**src/csp_codec_map.svh**
```systemverilog
`ifndef CSP_CODEC_MAP_SVH
`define CSP_CODEC_MAP_SVH

// ----------------------------------------------------------------------------
// Reset values of the divider registers
// ----------------------------------------------------------------------------
`define CSP_RST_DIV_A 5'h12
`define CSP_RST_DIV_B 6'h12
`define CSP_RST_ADJUST 6'h01

// ----------------------------------------------------------------------------
// Reset values of the control bits
// ----------------------------------------------------------------------------
`define CSP_RST_HP_INSERT 1'h1
`define CSP_RST_LOOPBACK 1'h0
`define CSP_RST_AUX_ENABLE 1'h0
`define CSP_RST_SYNC_MODE 1'h1
`define CSP_RST_GAIN 2'h3
`define CSP_RST_SINX 1'h0
`define CSP_RST_GP_OUT 1'h0

// ----------------------------------------------------------------------------
// Serial word fields and frame timing
// ----------------------------------------------------------------------------
`define CSP_LOW_CODE_SECONDARY 2'h3
`define CSP_SEC_TA_MSB 13
`define CSP_SEC_TA_LSB 9
`define CSP_SEC_RA_MSB 6
`define CSP_SEC_RA_LSB 2
`define CSP_SEC_HI6_MSB 14
`define CSP_SEC_HI6_LSB 9
`define CSP_SEC_LO6_MSB 7
`define CSP_SEC_LO6_LSB 2
`define CSP_CTRL_HP_POS 2
`define CSP_CTRL_LOOP_POS 3
`define CSP_CTRL_AUX_POS 4
`define CSP_CTRL_SYNC_POS 5
`define CSP_CTRL_GAIN_MSB 7
`define CSP_CTRL_GAIN_LSB 6
`define CSP_CTRL_SINX_POS 9
`define CSP_CTRL_GP10_POS 10
`define CSP_CTRL_GP11_POS 11
`define CSP_WORD_LAST_BIT 4'hF
`define CSP_BYTE_LAST_BIT 4'h7
`define CSP_GAP_SHIFTS 3'h4
`define CSP_SHIFT_DIV_LAST 2'h3
`define CSP_MIN_PRESCALE 7'h02

`endif

```
**src/csp_pkg.sv**
```systemverilog
package csp_pkg;

  // Control register bits set by a secondary word with low code 11.
  typedef struct packed {
    logic gpEleven;
    logic gpTen;
    logic sinxFilter;
    logic [1:0] gain;
    logic syncMode;
    logic auxEnable;
    logic loopback;
    logic hpInsert;
  } csp_ctrl_t;

  // Prescale load selection carried from a primary word to the dividers.
  typedef enum logic [1:0] {
    CSP_ADJ_NONE = 2'h0,
    CSP_ADJ_PLUS = 2'h1,
    CSP_ADJ_MINUS = 2'h2
  } csp_adj_t;

  // Serial frame sequencer states.
  typedef enum logic [4:0] {
    CSP_ST_IDLE = 5'h01,
    CSP_ST_SHIFT = 5'h02,
    CSP_ST_MID = 5'h04,
    CSP_ST_TAIL = 5'h08,
    CSP_ST_SGAP = 5'h10
  } csp_state_t;

endpackage

```
**src/csp_rate_divider.sv**
```systemverilog
`timescale 1ns/1ps
`include "csp_codec_map.svh"

module csp_rate_divider (
  input wire logic clk,
  input wire logic sys_rst,
  input wire logic ce,
  input wire logic [4:0] divA,
  input wire logic [5:0] periodAdjust,
  input wire logic [5:0] divB,
  input wire csp_pkg::csp_adj_t adjSel,
  input wire logic adjStrobe,
  output logic filterClk,
  output logic convStrobe
);
  import csp_pkg::*;

  logic [6:0] preCnt;
  logic [5:0] rateCnt;
  csp_adj_t pendingAdj;
  logic [6:0] baseLoad;
  logic [6:0] adjLoad;

  // Adjusted prescale load; clamped so a bad adjust cannot stall the counter.
  always_comb begin
    baseLoad = {2'h0, divA};
    adjLoad = baseLoad;
    if (pendingAdj == CSP_ADJ_PLUS) begin
      adjLoad = baseLoad + {periodAdjust[5], periodAdjust};
    end else if (pendingAdj == CSP_ADJ_MINUS) begin
      adjLoad = baseLoad - {periodAdjust[5], periodAdjust};
    end
    if ($signed(adjLoad) < $signed(`CSP_MIN_PRESCALE)) begin
      adjLoad = `CSP_MIN_PRESCALE;
    end
  end

  // Filter clock toggles every A master cycles, so it runs at clk over 2A.
  always_ff @(posedge clk or posedge sys_rst) begin
    if (sys_rst) begin
      preCnt <= {2'h0, `CSP_RST_DIV_A};
      rateCnt <= `CSP_RST_DIV_B;
      filterClk <= 1'h0;
      convStrobe <= 1'h0;
      pendingAdj <= CSP_ADJ_NONE;
    end else if (ce) begin
      convStrobe <= 1'h0;
      if (adjStrobe) begin
        pendingAdj <= adjSel;
      end
      if (preCnt <= 7'h01) begin
        filterClk <= ~filterClk;
        preCnt <= baseLoad;
        if (filterClk) begin
          if (rateCnt <= 6'h01) begin
            rateCnt <= divB;
            convStrobe <= 1'h1;
            preCnt <= adjLoad;
            if (!adjStrobe) begin
              pendingAdj <= CSP_ADJ_NONE;
            end
          end else begin
            rateCnt <= rateCnt - 6'h01;
          end
        end
      end else begin
        preCnt <= preCnt - 7'h01;
      end
    end
  end
endmodule

```
**src/csp_serial_port.sv**
```systemverilog
`timescale 1ns/1ps
`include "csp_codec_map.svh"

// Functional notes
// - Word mode: frame sync low, exactly sixteen bits shifted, frame sync high.
// - Word mode: end-of-data pulses low for one shift clock after the word.
// - Byte mode: frame sync low, first byte shifted, then end-of-data low.
// - Between bytes frame sync high four shift clocks; afterwards sync then EOD rise.
// - Filter clocks are master clock over twice the matching A divider.
// - Conversion rates are filter clocks over the matching B divider.
// - Receive high-pass filter clock runs at the ADC conversion rate.
// - Reset initialises every internal register including the control bits.
// - Reset loads A and B dividers with 0x12, period adjusts with 0x01.
// - Reset sets high-pass in, loopback off, aux off, sync, gain one.
// - Dual-word mode sends ADC word under receive sync, then aux data.
// - Receive sync idle during secondary, aux sync idle during primary transfers.
// - Output word carries 14-bit ADC result MSB first, two low bits zero.
// - Byte mode sends the same word as two bytes, same order.
// - Every primary word loads bits fifteen to two into the DAC register.
// - Rate counters always reload from B; adjust codes alter only prescale load.
// - Low code 01 loads A plus signed adjust for the next period.
// - Low code 10 loads A minus signed adjust for the next period.
// - Low code 11 starts secondary four shift clocks after primary, sync high.
// - Secondary uses primary timing and sits between primaries; no DAC skip.
// - Dual-word mode routes aux serial input to serial output in secondary.
// - Control bit D5 clear makes receive use its own A and B dividers.
// - Secondary low code 11 updates the control bits D2 through D11, except D8.
module csp_serial_port (
  input wire logic clk,
  input wire logic sys_rst,
  input wire logic ce,
  input wire logic byteMode,
  input wire logic dualWordMode,
  input wire logic serial_data_in,
  input wire logic aux_serial_in,
  input wire logic [13:0] adcResult,
  output logic shiftClk,
  output logic serial_data_out,
  output logic tx_frame_sync,
  output logic rx_frame_sync,
  output logic aux_frame_sync,
  output logic tx_end_of_data,
  output logic rx_end_of_data,
  output logic [13:0] dacData,
  output csp_pkg::csp_ctrl_t ctrl,
  output logic dacFilterClk,
  output logic adcFilterClk,
  output logic dacConvStrobe,
  output logic adcConvStrobe,
  output logic hpFilterClk
);
  import csp_pkg::*;

  // --------------------------------------------------------------------------
  // Registers
  // --------------------------------------------------------------------------
  csp_state_t state;
  logic [1:0] tickCnt;
  logic shiftTick;
  logic [3:0] bitCnt;
  logic [2:0] gapCnt;
  logic isSecondary;
  logic firstByte;
  logic byteLatched;
  logic rxActive;
  logic priPending;
  logic rxPending;
  logic [15:0] txShift;
  logic [15:0] rxShift;
  logic [13:0] adcSample;
  logic [4:0] tx_divider_a;
  logic [4:0] rx_divider_a;
  logic [5:0] tx_divider_b;
  logic [5:0] rx_divider_b;
  logic [5:0] tx_period_adjust;
  logic [5:0] rx_period_adjust;
  logic adjStrobe;
  csp_adj_t adjSel;
  logic rxDivFilterClk;
  logic rxDivConv;
  logic txConv;
  logic txFilter;
  logic startPri;
  logic wordDone;

  // --------------------------------------------------------------------------
  // Shift clock
  // --------------------------------------------------------------------------
  // Master clock over four; frame logic moves only on the tick.
  assign shiftTick = ce && (tickCnt == `CSP_SHIFT_DIV_LAST);
  assign startPri = shiftTick && (state == CSP_ST_IDLE) && priPending;
  assign wordDone = shiftTick && (state == CSP_ST_TAIL);

  always_ff @(posedge clk or posedge sys_rst) begin
    if (sys_rst) begin
      tickCnt <= 2'h0;
      shiftClk <= 1'h0;
    end else if (ce) begin
      tickCnt <= tickCnt + 2'h1;
      shiftClk <= tickCnt[1];
    end
  end

  // --------------------------------------------------------------------------
  // Conversion timing
  // --------------------------------------------------------------------------
  csp_rate_divider txDiv (
    .clk(clk),
    .sys_rst(sys_rst),
    .ce(ce),
    .divA(tx_divider_a),
    .periodAdjust(tx_period_adjust),
    .divB(tx_divider_b),
    .adjSel(adjSel),
    .adjStrobe(adjStrobe),
    .filterClk(txFilter),
    .convStrobe(txConv)
  );

  csp_rate_divider rxDiv (
    .clk(clk),
    .sys_rst(sys_rst),
    .ce(ce),
    .divA(rx_divider_a),
    .periodAdjust(rx_period_adjust),
    .divB(rx_divider_b),
    .adjSel(adjSel),
    .adjStrobe(adjStrobe),
    .filterClk(rxDivFilterClk),
    .convStrobe(rxDivConv)
  );

  // In synchronous mode the receive side follows the transmit dividers.
  always_ff @(posedge clk or posedge sys_rst) begin
    if (sys_rst) begin
      dacFilterClk <= 1'h0;
      adcFilterClk <= 1'h0;
      dacConvStrobe <= 1'h0;
      adcConvStrobe <= 1'h0;
      hpFilterClk <= 1'h0;
    end else if (ce) begin
      dacFilterClk <= txFilter;
      dacConvStrobe <= txConv;
      adcFilterClk <= ctrl.syncMode ? txFilter : rxDivFilterClk;
      adcConvStrobe <= ctrl.syncMode ? txConv : rxDivConv;
      hpFilterClk <= ctrl.syncMode ? txConv : rxDivConv;
    end
  end

  // --------------------------------------------------------------------------
  // Conversion bookkeeping
  // --------------------------------------------------------------------------
  // A new event in the cycle its flag is consumed keeps the flag set.
  always_ff @(posedge clk or posedge sys_rst) begin
    if (sys_rst) begin
      priPending <= 1'h0;
      rxPending <= 1'h0;
      adcSample <= 14'h0000;
    end else if (ce) begin
      priPending <= dacConvStrobe | (priPending & ~startPri);
      rxPending <= adcConvStrobe | (rxPending & ~startPri);
      if (adcConvStrobe) begin
        // Loopback feeds the DAC code straight back as the next ADC result.
        adcSample <= ctrl.loopback ? dacData : adcResult;
      end
    end
  end

  // --------------------------------------------------------------------------
  // Frame sequencer
  // --------------------------------------------------------------------------
  // One shift engine serves both directions; the receive sync only drops
  // when a fresh ADC result exists, so async rates never resend a sample.
  always_ff @(posedge clk or posedge sys_rst) begin
    if (sys_rst) begin
      state <= CSP_ST_IDLE;
      bitCnt <= 4'h0;
      gapCnt <= 3'h0;
      isSecondary <= 1'h0;
      firstByte <= 1'h0;
      byteLatched <= 1'h0;
      rxActive <= 1'h0;
      txShift <= 16'h0000;
      rxShift <= 16'h0000;
      serial_data_out <= 1'h0;
      tx_frame_sync <= 1'h1;
      rx_frame_sync <= 1'h1;
      aux_frame_sync <= 1'h1;
      tx_end_of_data <= 1'h1;
      rx_end_of_data <= 1'h1;
    end else if (shiftTick) begin
      unique case (state)
        CSP_ST_IDLE: begin
          if (priPending) begin
            state <= CSP_ST_SHIFT;
            bitCnt <= 4'h0;
            isSecondary <= 1'h0;
            firstByte <= 1'h1;
            byteLatched <= byteMode;
            rxActive <= rxPending;
            txShift <= {adcSample, 2'h0};
            serial_data_out <= adcSample[13];
            tx_frame_sync <= 1'h0;
            rx_frame_sync <= ~rxPending;
            aux_frame_sync <= 1'h1;
          end
        end
        CSP_ST_SHIFT: begin
          rxShift <= {rxShift[14:0], serial_data_in};
          txShift <= {txShift[14:0], 1'h0};
          bitCnt <= bitCnt + 4'h1;
          if (isSecondary) begin
            serial_data_out <= dualWordMode ? aux_serial_in : 1'h0;
          end else begin
            serial_data_out <= txShift[14];
          end
          if (byteLatched && firstByte && bitCnt == `CSP_BYTE_LAST_BIT) begin
            state <= CSP_ST_MID;
            gapCnt <= 3'h1;
            firstByte <= 1'h0;
            tx_frame_sync <= 1'h1;
            rx_frame_sync <= 1'h1;
            aux_frame_sync <= 1'h1;
            tx_end_of_data <= 1'h0;
            rx_end_of_data <= ~rxActive | isSecondary;
          end else if (bitCnt == `CSP_WORD_LAST_BIT) begin
            state <= CSP_ST_TAIL;
            tx_frame_sync <= 1'h1;
            rx_frame_sync <= 1'h1;
            aux_frame_sync <= 1'h1;
            if (!byteLatched) begin
              tx_end_of_data <= 1'h0;
              rx_end_of_data <= ~rxActive | isSecondary;
            end
          end
        end
        CSP_ST_MID: begin
          // Sync stays high four shift clocks between the two bytes.
          if (gapCnt == `CSP_GAP_SHIFTS) begin
            state <= CSP_ST_SHIFT;
            tx_frame_sync <= 1'h0;
            rx_frame_sync <= ~rxActive | isSecondary;
            aux_frame_sync <= ~(isSecondary & dualWordMode);
          end else begin
            gapCnt <= gapCnt + 3'h1;
          end
        end
        CSP_ST_TAIL: begin
          tx_end_of_data <= 1'h1;
          rx_end_of_data <= 1'h1;
          if (!isSecondary && rxShift[1:0] == `CSP_LOW_CODE_SECONDARY) begin
            state <= CSP_ST_SGAP;
            gapCnt <= 3'h2;
          end else begin
            state <= CSP_ST_IDLE;
          end
        end
        CSP_ST_SGAP: begin
          // Transmit sync held high through the gap before the secondary.
          if (gapCnt == `CSP_GAP_SHIFTS) begin
            state <= CSP_ST_SHIFT;
            bitCnt <= 4'h0;
            isSecondary <= 1'h1;
            firstByte <= 1'h1;
            byteLatched <= byteMode;
            serial_data_out <= dualWordMode ? aux_serial_in : 1'h0;
            tx_frame_sync <= 1'h0;
            rx_frame_sync <= 1'h1;
            aux_frame_sync <= ~dualWordMode;
          end else begin
            gapCnt <= gapCnt + 3'h1;
          end
        end
      endcase
    end
  end

  // --------------------------------------------------------------------------
  // Word decode
  // --------------------------------------------------------------------------
  // Primary words always update the DAC and pass the adjust code on.
  always_ff @(posedge clk or posedge sys_rst) begin
    if (sys_rst) begin
      dacData <= 14'h0000;
      adjStrobe <= 1'h0;
      adjSel <= CSP_ADJ_NONE;
    end else if (ce) begin
      adjStrobe <= 1'h0;
      if (wordDone && !isSecondary) begin
        dacData <= rxShift[15:2];
        adjStrobe <= 1'h1;
        unique case (rxShift[1:0])
          2'h1: adjSel <= CSP_ADJ_PLUS;
          2'h2: adjSel <= CSP_ADJ_MINUS;
          default: adjSel <= CSP_ADJ_NONE;
        endcase
      end
    end
  end

  // Secondary words program dividers, adjusts or control bits.
  always_ff @(posedge clk or posedge sys_rst) begin
    if (sys_rst) begin
      tx_divider_a <= `CSP_RST_DIV_A;
      rx_divider_a <= `CSP_RST_DIV_A;
      tx_divider_b <= `CSP_RST_DIV_B;
      rx_divider_b <= `CSP_RST_DIV_B;
      tx_period_adjust <= `CSP_RST_ADJUST;
      rx_period_adjust <= `CSP_RST_ADJUST;
      ctrl.hpInsert <= `CSP_RST_HP_INSERT;
      ctrl.loopback <= `CSP_RST_LOOPBACK;
      ctrl.auxEnable <= `CSP_RST_AUX_ENABLE;
      ctrl.syncMode <= `CSP_RST_SYNC_MODE;
      ctrl.gain <= `CSP_RST_GAIN;
      ctrl.sinxFilter <= `CSP_RST_SINX;
      ctrl.gpTen <= `CSP_RST_GP_OUT;
      ctrl.gpEleven <= `CSP_RST_GP_OUT;
    end else if (ce && wordDone && isSecondary) begin
      unique case (rxShift[1:0])
        2'h0: begin
          tx_divider_a <= rxShift[`CSP_SEC_TA_MSB:`CSP_SEC_TA_LSB];
          rx_divider_a <= rxShift[`CSP_SEC_RA_MSB:`CSP_SEC_RA_LSB];
        end
        2'h1: begin
          tx_period_adjust <= rxShift[`CSP_SEC_HI6_MSB:`CSP_SEC_HI6_LSB];
          rx_period_adjust <= rxShift[`CSP_SEC_LO6_MSB:`CSP_SEC_LO6_LSB];
        end
        2'h2: begin
          tx_divider_b <= rxShift[`CSP_SEC_HI6_MSB:`CSP_SEC_HI6_LSB];
          rx_divider_b <= rxShift[`CSP_SEC_LO6_MSB:`CSP_SEC_LO6_LSB];
        end
        2'h3: begin
          ctrl.hpInsert <= rxShift[`CSP_CTRL_HP_POS];
          ctrl.loopback <= rxShift[`CSP_CTRL_LOOP_POS];
          ctrl.auxEnable <= rxShift[`CSP_CTRL_AUX_POS];
          ctrl.syncMode <= rxShift[`CSP_CTRL_SYNC_POS];
          ctrl.gain <= rxShift[`CSP_CTRL_GAIN_MSB:`CSP_CTRL_GAIN_LSB];
          ctrl.sinxFilter <= rxShift[`CSP_CTRL_SINX_POS];
          ctrl.gpTen <= rxShift[`CSP_CTRL_GP10_POS];
          ctrl.gpEleven <= rxShift[`CSP_CTRL_GP11_POS];
        end
      endcase
    end
  end
endmodule

```
**config.mk**
```make
export PLATFORM = sky130hd
export DESIGN_NAME = csp_serial_port
export DESIGN_NICKNAME = d
export VERILOG_FILES = /design/src/csp_pkg.sv /design/src/csp_rate_divider.sv /design/src/csp_serial_port.sv
export VERILOG_INCLUDE_DIRS = /design/src
export SDC_FILE = /design/constraint.sdc
export NUM_CORES = 1
export LEC_CHECK = 0
export BUFFER_PORTS_ARGS = -buffer_cell sky130_fd_sc_hd__buf_2
export CAP_MARGIN = 20
export CORE_ASPECT_RATIO = 1.1
export CORE_MARGIN = 5
export CORE_UTILIZATION = 55
export CTS_CLUSTER_DIAMETER = 150
export DETAILED_ROUTE_END_ITERATION = 8
export GPL_ROUTABILITY_DRIVEN = 1
export GPL_TIMING_DRIVEN = 0
export PLACE_DENSITY_LB_ADDON = 0.25
export SYNTH_ARGS = -nofsm -noshare
export SYNTH_HDL_FRONTEND = slang
export SYNTH_SLANG_ARGS = --single-unit
```
**constraint.sdc**
```tcl
create_clock -name clk -period 4.4 [get_ports clk]
set_input_delay 0.22 -clock clk [delete_from_list [all_inputs] [get_ports clk]]
set_output_delay 0.22 -clock clk [all_outputs]
set_load 0.02 [all_outputs]
```
==> results_dict.tcl <==
set metrics [dict create \
    status "finished clean" \
    drt-pass1-iter-count 5 \
    clockRootBuffer "clkbuf_16" \
    cts_resized 0 \
    num_io_pins 56 \
    crit_path_max_fanout 5 \
    syn_to_final_growth_pct 13.5 \
    coreArea_sq_mm 0.0163 \
    endpoint_kind "register" \
    pre_cts_slack_ns 1.12 \
    p_leak_nw 4.68 \
    cp_num_buf_inv 0 \
    fin_tns_setup_ns 0 \
    grt_setup_unrepaired "false" \
    synth.most_common_cell "dfrtp_1" \
    drc 0 \
    async_flop_share_pct 100 \
    start_util_pct 55.9 \
    grt_max_degree 41 \
    cap_violations 0 \
    clock_path_buffers 2 \
    synth_commonest_cells "140 x dfrtp_1, 109 x nand2_1, 71 x mux2_2" \
    synth_area_sq_mm 0.00912 \
    cp-start-kind "register" \
    antenna_found_initial 0 \
    arrival_ns 3.65 \
    ys_ff_latch 168 \
    ys_seq_area_share_pct 46.5 \
    wl_per_cell_um 17.5 \
    max_slew_margin_pct 31.0 \
    num-fill-cells 1322 \
    worst_pin_slew_ns 1.03 \
    vdd_drop_max_mv 0.334 \
    cts_buffers 17 \
    drtIter0Drc 644 \
    avgViaCountPerCell 6.00 \
    postRouteAntennaNets 0 \
    finalClockSkew_ns 0.00716 \
    synth_warnings 0 \
    gp_congestion 0.859 \
    synth_edf_count 0 \
    postCtsHoldBufs 1 \
    die_x_um 133 \
    grt_pass1_wl_um 35300 \
    die_h_um 145 \
    clock.fmax_mhz 302 \
    ys_types 71 \
    synth_top_cell_area_share_pct 38.4 \
    wl_um 21200 \
    total_power_mw 5.16 \
    grt_pass1_vias 6805 \
    drv_slew 0 \
    cts.clk_slew.worst_paths_ns 0.07 \
    required_ns 4.74 \
    grtUsageTotal_pct 22.6 \
    layout_min_cycle_time_ns 3.31 \
    worstPathCellList "ha_1 > fa_1 > nor2b_1 > o31ai_1 > xnor2_1 > a221o_1 > nor4bb_1 > ha_1 > o311a_1 > o31ai_1" \
    powerDensity_mw_per_mm2 499 \
    finalSetupViolations 0 \
    crit_family "compound AO/OA/AOI/OAI gates" \
    dp_hpwl_um 15300 \
    io_buffers 54 \
    syn-mean-instance-area_sq_um 10.0 \
    post-route-period-util_pct 75.2 \
    worstHoldPathType "primary input to register" \
    worst_path_max_delay_cell "dfrtp_1" \
    synth_area_leaders "dfrtp_1 38%, mux2_2 8.8%, dfstp_2 8.1%" \
    path_class "register to register" \
    fp-row-count 49 \
    die_area_sq_mm 0.0193 \
    grt_overflow 0 \
    setup_ws_ns 1.09 \
    clock-sinks 168 \
    synth_nets 970 \
    synth-main-ff-cell "dfrtp_1" \
    cts_tree "yes" \
    dr_total_vias 7246 \
    synth_top_area_cell "dfrtp_1" \
    slowest_delay_ns 0.42 \
    fin_nets 1050 \
    insertion_delay_ns 0.43 \
    syn_inst 911 \
    antenna_cells 0 \
    cts_setup_buffers 0 \
    h-tree-depth 4 \
    holdWs_ns 0.0127 \
    drive_gt1_share_pct 21.2 \
    finalHoldViolCount 0 \
]
cell usage in the layout (no fill, tap or decap), drive strengths merged, types with 5 or more instances in the layout:
cell    count
clkbuf     49
xor2        9
nor4        6
a22oi       5
a31oi      16
inv        39
nor2b      17
nor2       68
nand2b     15
and3        9
a21o        6
nor3       24
o22ai       7
a21oi      48
dfrtp     140
a221o       6
nand3      16
xnor2       8
o21ai      41
o31ai      12
nor3b       8
mux2i      25
ha         34
nand3b      5
nand2     110
mux2       71
and2        9
dfstp      28
or3        10
buf        71
a211oi      5
report_power, final:
part           internal (mW)  switching (mW)
Clock                  0.853           0.667
Sequential              1.89           0.324
Combinational          0.590           0.845
layout make-up:
cell class                 count  area, sq um  share of cell area (%)
tap                          204          255                    2.47
multi-input combinational    665         4570                    44.2
buffer                        43          176                    1.70
timing repair buffer          61          378                    3.65
sequential                   168         4240                    41.0
inverter                      35          135                    1.31
clock inverter                14          166                    1.61
clock buffer                  18          429                    4.15
per-stage QoR:
step           cells  util (%)  instance area (sq um)
2_1_floorplan    911         -                   9120
3_3_place_gp    1169      59.1                   9650
3_5_place_dp    1173      59.6                   9730
4_1_cts         1206      63.3                  10300
5_1_grt         1208      63.5                  10300
6_report        1208      63.5                  10300
logic make-up after synthesis:
kind of cell               count (synthesis)  synth area share (%)
AOI/OAI and AO/OA                        195                  14.2
adders and majority gates                 38                  5.54
and+or+nand+nor                          319                  17.2
buffers and inverters                     78                  3.38
xor gates and xnor gates                  17                  1.63
DFF                                      168                  46.5
muxes                                     96                  11.5
registers in the layout (all words and copies together) (netlist names), 6 cells and up:
| signal | count |
|---|---|
| rxDiv.rateCnt | 6 |
| rx_period_adjust | 6 |
| tx_period_adjust | 6 |
| txShift | 13 |
| tx_divider_b | 6 |
| rxDiv.preCnt | 7 |
| ctrl | 9 |
| adcSample | 14 |
| txDiv.rateCnt | 6 |
| rxShift | 16 |
| rx_divider_b | 6 |
| txDiv.preCnt | 7 |
| dacData | 14 |
layer usage:
layer	vias to the layer above	GRT usage [%]	wire length, um	part of all wire (%)
met3	24	4.05	840	4.0
met5	-	0	0	0
met2	166	36.9	10500	50
met1	3616	31.1	9470	45
met4	0	6.44	325	1.5
li1	3440	-	-	-
worst reg2reg max path, cell delays in order (launching register included):
cell and delay [ns]:
dfrtp_1 0.42, ha_1 0.23, fa_1 0.41, nor2b_1 0.15
o31ai_1 0.36, xnor2_1 0.17, a221o_1 0.19, nor4bb_1 0.34
ha_1 0.31, o311a_1 0.38, o31ai_1 0.24
worst paths after layout:
check	from	end	slack [ns]	cells after the start
setup / recovery	tx_divider_a[0]	txDiv.preCnt[2]	1.09	10
hold / removal	byteMode	byteLatched	0.01	2
setup reg to reg	tx_divider_a[0]	txDiv.preCnt[2]	1.09	10
hold reg to reg	rxShift[15]	dacData[13]	0.47	2
max in group asynchronous	sys_rst	txDiv.rateCnt[4]	2.67	6
min in group asynchronous	sys_rst	txShift[6]	0.49	3
No activity file was read; power rests on OpenSTA's default activity.
